[config.mk]
export PLATFORM = sky130hd
export DESIGN_NAME = rfac_core
export DESIGN_NICKNAME = d
export VERILOG_FILES = /design/src/logic/rfac_bit_timer.v /design/src/logic/rfac_core.v
export VERILOG_INCLUDE_DIRS = /design/src /design/src/logic
export SDC_FILE = /design/constraint.sdc
export NUM_CORES = 1
export LEC_CHECK = 0
export CAP_MARGIN = 40
export CORE_MARGIN = 5
export CORE_UTILIZATION = 35
export DETAILED_ROUTE_END_ITERATION = 12
export DONT_BUFFER_PORTS = 1
export SYNTH_ARGS = -nofsm -noshare
export SYNTH_HDL_FRONTEND = slang
export SYNTH_HIERARCHICAL = 1
export SYNTH_SLANG_ARGS = --single-unit
[constraint.sdc]
create_clock -name core_clk -period 5.2 [get_ports core_clk]
set_clock_uncertainty 0.2 [all_clocks]
set_input_delay 0.78 -clock core_clk [delete_from_list [all_inputs] [get_ports core_clk]]
set_output_delay 0.78 -clock core_clk [all_outputs]
set_load 0.005 [all_outputs]
[src/logic/rfac_defs.vh]
// constants for the frequency-control and data-rate block
// assumes an 8-bit register port and a 100 MHz core clock
`ifndef RFAC_DEFS_VH
`define RFAC_DEFS_VH

// ----------------------------------------------------------------
// register offsets
// ----------------------------------------------------------------
`define RFAC_A_TXRATE_HI 8'h6E
`define RFAC_A_TXRATE_LO 8'h6F
`define RFAC_A_TXSCALE 8'h70
`define RFAC_A_MODCTL2 8'h71
`define RFAC_A_DEV_LO 8'h72
`define RFAC_A_OFS_LO 8'h73
`define RFAC_A_OFS_HI 8'h74
`define RFAC_A_AFC_LIM 8'h2A
`define RFAC_A_AFC_CORR 8'h2B
`define RFAC_A_MODTUNE 8'h58
`define RFAC_A_AFC_CTL 8'h1D

// ----------------------------------------------------------------
// reset values
// ----------------------------------------------------------------
`define RFAC_R_TXRATE_HI 8'h0A
`define RFAC_R_TXRATE_LO 8'h3D
`define RFAC_R_TXSCALE 1'h0
`define RFAC_R_MODCTL2 8'h00
`define RFAC_R_DEV_LO 8'h20
`define RFAC_R_OFS 10'h000
`define RFAC_R_AFC_LIM 8'h00
`define RFAC_R_MODTUNE 8'h80
`define RFAC_R_AFC_CTL 8'h41

// ----------------------------------------------------------------
// field positions
// ----------------------------------------------------------------
`define RFAC_F_DEV_MSB 2
`define RFAC_F_TXSCALE 5
`define RFAC_F_AFC_EN 6
`define RFAC_F_MULTI_PKT 7
`define RFAC_F_GEAR_HI 5
`define RFAC_F_GEAR_LO 3
`define RFAC_F_CYC_HI 2
`define RFAC_F_CYC_LO 0

// ----------------------------------------------------------------
// scaling and timing
// ----------------------------------------------------------------
`define RFAC_DEV_STEP_HZ 19'd625
`define RFAC_MEAS_BITS 5'd2
`define RFAC_CLK_PERIOD_NS 10
`define RFAC_REF_PERIOD_NS 1000
`define RFAC_REF_DIV (`RFAC_REF_PERIOD_NS / `RFAC_CLK_PERIOD_NS)
// last count of the 1 MHz divider, one less than the divide ratio
`define RFAC_REF_LAST 7'h63
`define RFAC_RATE_SHIFT_BASE 16
`define RFAC_RATE_SHIFT_LOW 21
`define RFAC_CORR_MAX 8'h7F

`endif

[src/logic/rfac_bit_timer.v]
// transmit bit-rate generator: phase accumulator on a 1 MHz tick
// assumes core_clk at 100 MHz and a synchronous active-low reset
`timescale 1ns/1ps
`include "rfac_defs.vh"

module rfac_bit_timer (
	input wire core_clk,
	input wire rst_n,
	input wire run,
	input wire [15:0] rate_word,
	input wire low_rate,
	output reg bit_tick
);

// ----------------------------------------------------------------
// 1 MHz reference tick
// ----------------------------------------------------------------
reg [6:0] ref_cnt;
wire ref_tick = (ref_cnt == `RFAC_REF_LAST);

always @(posedge core_clk) begin
	if (!rst_n || !run || ref_tick) begin
		ref_cnt <= 7'h00;
	end else begin
		ref_cnt <= ref_cnt + 7'h01;
	end
end

// ----------------------------------------------------------------
// accumulator; carry out of bit 16 or 21 gives one bit period
// ----------------------------------------------------------------
reg [21:0] phase;
wire [21:0] next_phase = phase + {6'h00, rate_word};
wire carry = low_rate ? next_phase[`RFAC_RATE_SHIFT_LOW]
	: next_phase[`RFAC_RATE_SHIFT_BASE];

always @(posedge core_clk) begin
	if (!rst_n || !run) begin
		phase <= 22'h000000;
		bit_tick <= 1'b0;
	end else if (ref_tick) begin
		// drop the carry bit so the phase wraps cleanly
		if (low_rate) begin
			phase <= {1'b0, next_phase[20:0]};
		end else begin
			phase <= {6'h00, next_phase[15:0]};
		end
		bit_tick <= carry;
	end else begin
		bit_tick <= 1'b0;
	end
end

endmodule

[src/logic/rfac_core.v]
// frequency control: deviation, manual offset, receive AFC loop and
// transmit data-rate generator, with host registers on a plain port
// assumes one 100 MHz clock, synchronous active-low reset, and a
// demodulator that supplies bit ticks and a signed frequency error
//
// The strobed register port was chosen for this implementation.
`timescale 1ns/1ps
`include "rfac_defs.vh"

module rfac_core (
	input wire core_clk,
	input wire rst_n,
	input wire [7:0] reg_addr,
	input wire [7:0] reg_wdata,
	input wire reg_wr,
	input wire reg_rd,
	output reg [7:0] reg_rdata,
	input wire tx_mode,
	input wire rx_mode,
	input wire band_high,
	input wire rx_bit_tick,
	input wire signed [9:0] freq_err,
	input wire preamble_det,
	input wire packet_end,
	output reg [8:0] deviation_code,
	output reg [18:0] deviation_hz,
	output reg signed [10:0] lo_offset_steps,
	output reg afc_frozen,
	output wire tx_bit_tick,
	output reg [7:0] tx_mod_tune
);

// ----------------------------------------------------------------
// host registers
// ----------------------------------------------------------------
reg [7:0] tx_bit_rate_high;
reg [7:0] tx_bit_rate_low;
reg tx_low_rate;
reg [7:0] modulation_control_two;
reg [7:0] deviation_low;
reg [9:0] offset_code;
reg [7:0] afc_pull_limit;
reg [7:0] afc_control;
reg signed [9:0] afc_corr;

wire afc_en = afc_control[`RFAC_F_AFC_EN];
wire multi_pkt = afc_control[`RFAC_F_MULTI_PKT];
wire [2:0] gear = afc_control[`RFAC_F_GEAR_HI:`RFAC_F_GEAR_LO];
wire [2:0] cycle = afc_control[`RFAC_F_CYC_HI:`RFAC_F_CYC_LO];

always @(posedge core_clk) begin
	if (!rst_n) begin
		tx_bit_rate_high <= `RFAC_R_TXRATE_HI;
		tx_bit_rate_low <= `RFAC_R_TXRATE_LO;
		tx_low_rate <= `RFAC_R_TXSCALE;
		modulation_control_two <= `RFAC_R_MODCTL2;
		deviation_low <= `RFAC_R_DEV_LO;
		offset_code <= `RFAC_R_OFS;
		afc_pull_limit <= `RFAC_R_AFC_LIM;
		afc_control <= `RFAC_R_AFC_CTL;
		tx_mod_tune <= `RFAC_R_MODTUNE;
	end else if (reg_wr) begin
		case (reg_addr)
		`RFAC_A_TXRATE_HI: begin
			tx_bit_rate_high <= reg_wdata;
		end
		`RFAC_A_TXRATE_LO: begin
			tx_bit_rate_low <= reg_wdata;
		end
		`RFAC_A_TXSCALE: begin
			tx_low_rate <= reg_wdata[`RFAC_F_TXSCALE];
		end
		`RFAC_A_MODCTL2: begin
			modulation_control_two <= reg_wdata;
		end
		`RFAC_A_DEV_LO: begin
			deviation_low <= reg_wdata;
		end
		`RFAC_A_OFS_LO: begin
			// offset_code is kept apart from afc_corr; manual writes only land with AFC off
			if (!afc_en) begin
				offset_code[7:0] <= reg_wdata;
			end
		end
		`RFAC_A_OFS_HI: begin
			if (!afc_en) begin
				offset_code[9:8] <= reg_wdata[1:0];
			end
		end
		`RFAC_A_AFC_LIM: begin
			afc_pull_limit <= reg_wdata;
		end
		`RFAC_A_AFC_CTL: begin
			afc_control <= reg_wdata;
		end
		`RFAC_A_MODTUNE: begin
			tx_mod_tune <= reg_wdata;
		end
		default: begin
			tx_low_rate <= tx_low_rate;
		end
		endcase
	end
end

// ----------------------------------------------------------------
// read port, data in the cycle after the strobe
// ----------------------------------------------------------------
reg [7:0] next_rdata;

always @* begin
	case (reg_addr)
	`RFAC_A_TXRATE_HI: next_rdata = tx_bit_rate_high;
	`RFAC_A_TXRATE_LO: next_rdata = tx_bit_rate_low;
	`RFAC_A_TXSCALE: next_rdata = {2'h0, tx_low_rate, 5'h00};
	`RFAC_A_MODCTL2: next_rdata = modulation_control_two;
	`RFAC_A_DEV_LO: next_rdata = deviation_low;
	`RFAC_A_OFS_LO: next_rdata = offset_code[7:0];
	`RFAC_A_OFS_HI: next_rdata = {6'h00, offset_code[9:8]};
	`RFAC_A_AFC_LIM: next_rdata = afc_pull_limit;
	`RFAC_A_AFC_CORR: next_rdata = afc_corr[7:0];
	`RFAC_A_AFC_CTL: next_rdata = afc_control;
	`RFAC_A_MODTUNE: next_rdata = tx_mod_tune;
	default: next_rdata = 8'h00;
	endcase
end

always @(posedge core_clk) begin
	if (!rst_n) begin
		reg_rdata <= 8'h00;
	end else if (reg_rd) begin
		reg_rdata <= next_rdata;
	end else begin
		reg_rdata <= 8'h00;
	end
end

// ----------------------------------------------------------------
// peak deviation, band independent
// ----------------------------------------------------------------
wire [8:0] next_dev_code =
	{modulation_control_two[`RFAC_F_DEV_MSB], deviation_low};

always @(posedge core_clk) begin
	if (!rst_n) begin
		deviation_code <= 9'h000;
		deviation_hz <= 19'h00000;
	end else begin
		deviation_code <= next_dev_code;
		deviation_hz <= {10'h000, next_dev_code} * `RFAC_DEV_STEP_HZ;
	end
end

// ----------------------------------------------------------------
// AFC loop states
// ----------------------------------------------------------------
localparam ST_IDLE = 2'b00;
localparam ST_MEAS = 2'b01;
localparam ST_CORR = 2'b10;
localparam ST_SETTLE = 2'b11;

reg [1:0] state;
reg [1:0] next_state;
reg [4:0] bit_cnt;
reg signed [10:0] err_sum;

// settle bits: cycle length 4 bits per cycle step, less the measure
wire [4:0] settle_bits = {cycle, 2'b00} - `RFAC_MEAS_BITS;
wire loop_on = afc_en && rx_mode && !afc_frozen && (cycle != 3'h0);

// averaged error, geared down, added and clamped to the limiter
wire signed [9:0] err_avg = err_sum[10:1];
wire signed [9:0] err_fb = err_avg >>> gear;
wire signed [10:0] corr_sum = {afc_corr[9], afc_corr} +
	{err_fb[9], err_fb};
wire [7:0] lim_mag = (afc_pull_limit > `RFAC_CORR_MAX) ?
	`RFAC_CORR_MAX : afc_pull_limit;
wire signed [10:0] lim_pos = {3'h0, lim_mag};
wire signed [10:0] lim_neg = -lim_pos;
reg signed [9:0] next_corr;

always @* begin
	if (corr_sum > lim_pos) begin
		next_corr = lim_pos[9:0];
	end else if (corr_sum < lim_neg) begin
		next_corr = lim_neg[9:0];
	end else begin
		next_corr = corr_sum[9:0];
	end
end

always @* begin
	next_state = state;
	case (state)
	ST_IDLE: begin
		if (loop_on) begin
			next_state = ST_MEAS;
		end
	end
	ST_MEAS: begin
		if (!loop_on) begin
			next_state = ST_IDLE;
		end else if (rx_bit_tick && bit_cnt == `RFAC_MEAS_BITS - 5'd1) begin
			next_state = ST_CORR;
		end
	end
	ST_CORR: begin
		next_state = loop_on ? ST_SETTLE : ST_IDLE;
	end
	ST_SETTLE: begin
		if (!loop_on) begin
			next_state = ST_IDLE;
		end else if (rx_bit_tick && bit_cnt == settle_bits - 5'd1) begin
			next_state = ST_MEAS;
		end
	end
	default: begin
		next_state = ST_IDLE;
	end
	endcase
end

always @(posedge core_clk) begin
	if (!rst_n) begin
		state <= ST_IDLE;
		bit_cnt <= 5'h00;
		err_sum <= 11'h000;
	end else begin
		state <= next_state;
		if (next_state != state) begin
			bit_cnt <= 5'h00;
		end else if (rx_bit_tick) begin
			bit_cnt <= bit_cnt + 5'h01;
		end
		if (state != ST_MEAS) begin
			err_sum <= 11'h000;
		end else if (rx_bit_tick) begin
			err_sum <= err_sum + {freq_err[9], freq_err};
		end
	end
end

// ----------------------------------------------------------------
// correction value, freeze and per-packet reset
// ----------------------------------------------------------------
reg signed [9:0] next_afc_corr;
reg next_frozen;

always @* begin
	next_afc_corr = afc_corr;
	next_frozen = afc_frozen;
	if (!afc_en || !rx_mode) begin
		next_afc_corr = 10'h000;
		next_frozen = 1'b0;
	end else if (packet_end) begin
		// packet end beats a preamble in the same cycle
		next_frozen = 1'b0;
		if (multi_pkt) begin
			next_afc_corr = 10'h000;
		end
	end else if (preamble_det) begin
		// freezing beats a correction in the same cycle
		next_frozen = 1'b1;
	end else if (state == ST_CORR && !afc_frozen) begin
		next_afc_corr = next_corr;
	end
end

always @(posedge core_clk) begin
	if (!rst_n) begin
		afc_corr <= 10'h000;
		afc_frozen <= 1'b0;
	end else begin
		afc_corr <= next_afc_corr;
		afc_frozen <= next_frozen;
	end
end

// ----------------------------------------------------------------
// local oscillator shift in 156.25 Hz units
// ----------------------------------------------------------------
wire use_afc = afc_en && rx_mode && !tx_mode;
wire signed [9:0] sel_code = use_afc ? afc_corr : offset_code;
wire signed [10:0] sel_ext = {sel_code[9], sel_code};
reg signed [10:0] next_lo_offset;

// high band doubles the step, low band keeps it
always @* begin
	case (band_high)
	1'b1: begin
		next_lo_offset = sel_ext <<< 1;
	end
	default: begin
		next_lo_offset = sel_ext;
	end
	endcase
end

always @(posedge core_clk) begin
	if (!rst_n) begin
		lo_offset_steps <= 11'h000;
	end else begin
		lo_offset_steps <= next_lo_offset;
	end
end

// ----------------------------------------------------------------
// transmit bit-rate generator
// ----------------------------------------------------------------
// rate word is live at once; the two bytes are not staged
wire [15:0] tx_rate_word = {tx_bit_rate_high, tx_bit_rate_low};

rfac_bit_timer u_bit_timer (
	.core_clk(core_clk),
	.rst_n(rst_n),
	.run(tx_mode),
	.rate_word(tx_rate_word),
	.low_rate(tx_low_rate),
	.bit_tick(tx_bit_tick)
);

endmodule

**Word-level counts from Yosys, hierarchy flattened**

Cells that the tools add are included.

- Flip-flop bits (word level): 173
- Input bits: 36
- Output and inout port bits: 57
- Word-level logic and storage cells: 115

- Add/subtract/negate cells: 8
- Multipliers: 1
- Order comparisons: 3
- Equal/unequal tests: 21
- Shift operators: 1
- Mux-type cells: 19
- Bitwise operators: 3
- Reduce and logical (&&, ||, !) cells: 36

Operators with widths:

| kind | number |
|---|---|
| $pmux W8 S11 | 1 |
| $mux W10 | 8 |
| $eq A8 B7 Y1 const B | 8 |
| $add A22 B16 Y22 | 1 |
| $mux W21 | 1 |
| $mul A9 B10 Y19 const B | 1 |
| $reduce_and A2 Y1 | 9 |
| $eq A8 B6 Y1 const B | 2 |
| $mux W2 | 6 |
| $add A10 B10 Y11 | 1 |
| $add A11 B11 Y11 | 1 |
| $gt A11 B9 Y1 | 1 |
| $lt A11 B11 Y1 | 1 |
| $neg A8 Y11 | 1 |
| $reduce_or A2 Y1 | 5 |
| $sshr A10 B3 Y10 | 1 |
| $reduce_and A3 Y1 | 3 |
| $eq A8 B5 Y1 const B | 1 |
| $gt A8 B7 Y1 const B | 1 |
| $mux W8 | 1 |
| $pmux W2 S4 | 1 |
| $add A7 B1 Y7 const B | 1 |
| $eq A7 B7 Y1 const B | 1 |
| $logic_and A1 B1 Y1 | 7 |
| 17 further kinds | 28 |

**Depth between registers and ports, before layout**

- Depth in word-level cells: 9
- Depth in mapped cells: 21
- Mapped depth without buffers: 19

**Hierarchy**

The synthesis kept the hierarchy.

Modules (own cells, without submodules):

| module | instances | cells an instance | area each (um^2) | sequential area each (um^2) |
|---|---|---|---|---|
| rfac_core | 1 | 1026 | 8782.2 | 2782.7 |
| rfac_bit_timer | 1 | 242 | 1941.9 | 580.6 |

**Worst setup path before layout**

Ideal clock, no wire load.

- Kind: register to register
- From: reg afc_control[4]
- To: reg afc_corr[4]
- Setup time: 117 ps
- Data arrival time: 4326 ps
- Data required time: 4883 ps
- Setup slack: 557 ps
- Cell stages (with the launch flop): 17
- Path buffers: 2
- Period minus slack after synthesis: 4643 ps
- Cell sequence: dfxtp_1 > buf_1 > mux4_2 > mux2_2 > ha_1 > fa_1 > a211oi_1 > nor2_1 > o22ai_2 > xnor2_1 > ha_1 > nand2_1 > o41ai_2 > clkbuf_1 > mux2i_1 > mux2i_1 > a22o_1

- Cells in the longest elaborated chain, start to end: 8
- Elaborated cells on any way between the ends: 9
- Classes of those cells: 1 x add/sub; 2 x order compare; 1 x shift; 5 x mux

Ends and longest elaborated chain:

| item | RTL line | source |
|---|---|---|
| start: declaration | rfac_core.v:43 | `reg [7:0] afc_control;` |
| start signal: assignment | rfac_core.v:60 | `` afc_control <= `RFAC_R_AFC_CTL; `` |
| start signal: assignment | rfac_core.v:94 | `afc_control <= reg_wdata;` |
| $sshr A10 B3 Y10 * | rfac_core.v:173 | `wire signed [9:0] err_fb = err_avg >>> gear;` |
| $add A10 B10 Y11 * | rfac_core.v:174 | `wire signed [10:0] corr_sum = {afc_corr[9], afc_corr} +` |
| $lt A11 B11 Y1 | rfac_core.v:185 | `end else if (corr_sum < lim_neg) begin` |
| $mux W10 | rfac_core.v:185 |  |
| $mux W10 * | rfac_core.v:183 | `if (corr_sum > lim_pos) begin` |
| $mux W10 * | rfac_core.v:264 | `end else if (state == ST_CORR && !afc_frozen) begin` |
| $mux W10 * | rfac_core.v:261 | `end else if (preamble_det) begin` |
| $mux W10 * | rfac_core.v:255 | `end else if (packet_end) begin` |
| end signal: assignment | rfac_core.v:274 | `afc_corr <= next_afc_corr;` |
| end: declaration | rfac_core.v:44 | `reg signed [9:0] afc_corr;` |

Every way passes the cells marked *; elsewhere a longest branch is shown, timed or not. The select of a mux whose other input is x is not followed.
A chain may end at the register's enable or synchronous reset.

**Worst setup path in the final report**

Same ends and word-level chain as after synthesis.

==> flow_summary.toml <==
[logic_synthesis]
yosysSeqAreaShare_pct = 31.4
syn_area_um2 = 10700
synth_flop_cell = "dfxtp_1"
ys_warn_count = 6
avgSynthCellArea_um2 = 8.46
ys_ff_latch = 168
synth_fp_nets = 1428
async_flop_share_pct = 0
synth-edff-count = 0
syn_inst = 1268
synth.distinct_cells = 81

[sta]
rsz0062_at_grt = "false"
hold_viol_final = 0
worstMarginPinSlew_ns = 0.868
slew_viol_final = 0
clock.fmax_ghz = 0.211
finalSetupViolations = 0
relSlewSlack_pct = 42.0
finalSetupTns_ns = 0
fin_crit_ns = 4.73
fin_ws_ns = 0.471
finalCritPeriodShare_pct = 91.0

[worst_setup_path]
worstReg2RegStart = "afc_control[4]"
end_kind = "flip-flop"
crit_start = "afc_control[4]"
cp-start-kind = "flip-flop"
cp_max_fo = 12
arrival_ns = 4.86
crit_required_ns = 5.33
criticalPathCategory = "reg2reg"

[die]
die_h_um = 185
initial_utilization_pct = 35.2
io_pins = 93
coreArea_um2 = 30400
fp.dieW_um = 185
row_count = 64
die_area_um2 = 34200

[cells_and_area]
fin_nets = 1400
area_delta_synth_final_pct = 9.17
drive_gt1_share_pct = 6.86
fillers = 3064

[place]
pre_cts_ws_ns = 0.421
hpwl_um = 21800
portBuffers = 0
gp_congestion = 0.885

[clock_tree]
post_cts_resized = 0
cts_tree = "yes"
cts_sinks = 168
htree_levels = 4
clk_pin_slew_ns = 0.07
clk_latency_ns = 0.44
cts_hold_buf = 0
cts-root-buf = "clkbuf_16"
cts_buffer_depth = 2
post-cts-setup-buffer-count = 0
cts_buffers = 17

[status]
status = "completed"

[drt]
vias = 8961
antenna_left = 0
drtPass1Iterations = 5
initialDrtViolationCount = 549
wl_um = 29300
routedWlPerCell_um = 17.8
drc = 0
via_per_inst = 5.43

[power_and_ir_drop]
p_total_mw = 2.83
p_leak_nw = 5.15
p_per_area_nw_per_um2 = 242
irDropWorstVdd_v = 0.000248

[global_routing]
grt_overflow_total = 0
grt_max_degree = 54
grt_pass1_vias = 8623
antenna_found_initial = 0
grt_pass1_wl_um = 47100
grtUsageTotal_pct = 17.3

[run]
maxCapViolations = 0

[worst_hold_path]
hp-start = "packet_end"
hold_class = "in2reg"
## power breakdown
group          leakage, nW  internal, mW  total, mW  switching, mW
registers             1.36          1.30       1.31        0.00969
clock network        0.294         0.789       1.36          0.574
logic                 3.49        0.0705      0.159         0.0883
## cells in the final DEF, fill, tap and decap left out, types with 4 or more instances in the layout
master	synthesis	layout
o21ai_1	8	8
a21o_1	19	19
o21a_1	12	12
nor4_1	4	4
nand3_1	70	70
buf_4	4	16
o21bai_1	7	7
fa_1	19	19
xor2_1	17	17
a21oi_1	89	89
nor2b_1	14	14
a31oi_1	7	7
dfxtp_1	168	168
nor2_1	115	115
and3_1	14	14
xnor2_1	27	27
a22oi_1	10	10
a221oi_1	10	10
mux2i_1	55	55
ha_1	105	105
o41ai_1	4	4
and2_1	17	17
nor3_1	20	19
or4_1	5	5
mux2_2	14	14
nand3b_1	5	5
clkbuf_16	0	17
inv_1	67	67
a222oi_1	6	6
nand2b_1	13	13
nand4_1	11	11
o211ai_1	4	4
a22o_1	8	8
nand2_1	144	144
o21ai_0	38	38
a211oi_1	15	15
and3b_1	4	4
## final cells by class
type | count | area (um2) | share of cell area [%]
antenna | 1 | 2.50 | 0.0214
clock buffer | 20 | 457 | 3.90
clock inverter | 12 | 165 | 1.41
inverter | 69 | 259 | 2.21
multi-input combinational | 966 | 6830 | 58.3
sequential | 168 | 3360 | 28.7
tap | 396 | 495 | 4.23
timing repair buffer | 18 | 136 | 1.16
## registers in the layout, summed over array words and instances (netlist names), 9 cells and up
signal             flops
lo_offset_steps       11
u_bit_timer/phase     21
deviation_hz          15
offset_code           10
deviation_code         9
afc_corr              10
err_sum               11
## per-stage QoR
| stage | instances | instance area, um2 | utilization [%] | hold WS, ns |
|---|---|---|---|---|
| 2_1_floorplan | 1268 | 10700 | - | 0.213 |
| 3_3_place_gp | 1609 | 11000 | 36.2 | 0.230 |
| 3_5_place_dp | 1614 | 11100 | 36.3 | 0.243 |
| 4_1_cts | 1646 | 11700 | 38.4 | 0.191 |
| 5_1_grt | 1649 | 11700 | 38.5 | 0.195 |
| 6_report | 1650 | 11700 | 38.5 | 0.208 |
## synthesized netlist by cell type, types with 8 or more instances
library cell  instances  share of area, %
a211oi_1             15               1.1
and3_1               14              0.82
nor2_1              115               4.0
o21ai_0              38               1.8
nor2b_1              14              0.82
xor2_1               17               1.4
dfxtp_1             168                31
fa_1                 19               3.5
mux2i_1              55               5.1
a21oi_1              89               4.2
clkbuf_1             49               1.7
o21a_1               12              0.84
xnor2_1              27               2.2
and2_1               17              0.99
o21ai_1               8              0.37
a22o_1                8              0.65
ha_1                105                12
a22oi_1              10              0.70
nor3_1               20              0.93
inv_1                67               2.3
a221oi_1             10              0.82
buf_2                 9              0.42
nand4_1              11              0.64
mux2_2               14               1.5
a21o_1               19               1.3
nand3_1              70               3.3
nand2_1             144               5.0
nand2b_1             13              0.76
## metal layers
metal | wire length, um | up-vias | GRT usage [%]
li1 | - | 4430 | -
met1 | 13400 | 4257 | 22.9
met2 | 13100 | 232 | 27.6
met3 | 2150 | 42 | 4.24
met4 | 656 | 0 | 5.75
met5 | 0 | - | 0
## final timing paths
check / endpoint / slack [ns] / cells past startpoint
max: afc_corr[4] / 0.47 / 20
min: afc_frozen / 0.21 / 1
max reg2reg: afc_corr[4] / 0.47 / 20
min reg2reg: u_bit_timer/ref_cnt[0] / 0.25 / 1
## logic make-up (layout without fill, tap and decap cells)
group / Yosys count / count (layout) / synth area share, %
and+or+nand+nor: 457 / 457 / 20.4
AOI/OAI and AO/OA: 268 / 268 / 16.6
DFF: 168 / 168 / 31.4
buffers and inverters: 134 / 119 / 5.01
adders and majority gates: 124 / 124 / 15.8
muxes: 72 / 72 / 7.23
xor gates and xnor gates: 44 / 44 / 3.59
other: 1 / 2 / 0.0350
## worst max-delay path: stages, from the launching register on
cell,delay (ns)
dfxtp_1,0.34
buf_4,0.21
mux2i_1,0.24
a21oi_1,0.11
mux2_2,0.27
ha_1,0.22
fa_1,0.43
a211oi_1,0.30
o21bai_1,0.11
a21oi_1,0.18
xnor2_1,0.20
ha_1,0.32
nand2_1,0.07
nor2_1,0.04
a2111oi_0,0.35
a21oi_1,0.17
o31ai_4,0.23
buf_4,0.19
buf_4,0.15
mux2i_1,0.07
a22o_1,0.20
Power figures use the tool's default switching activity.
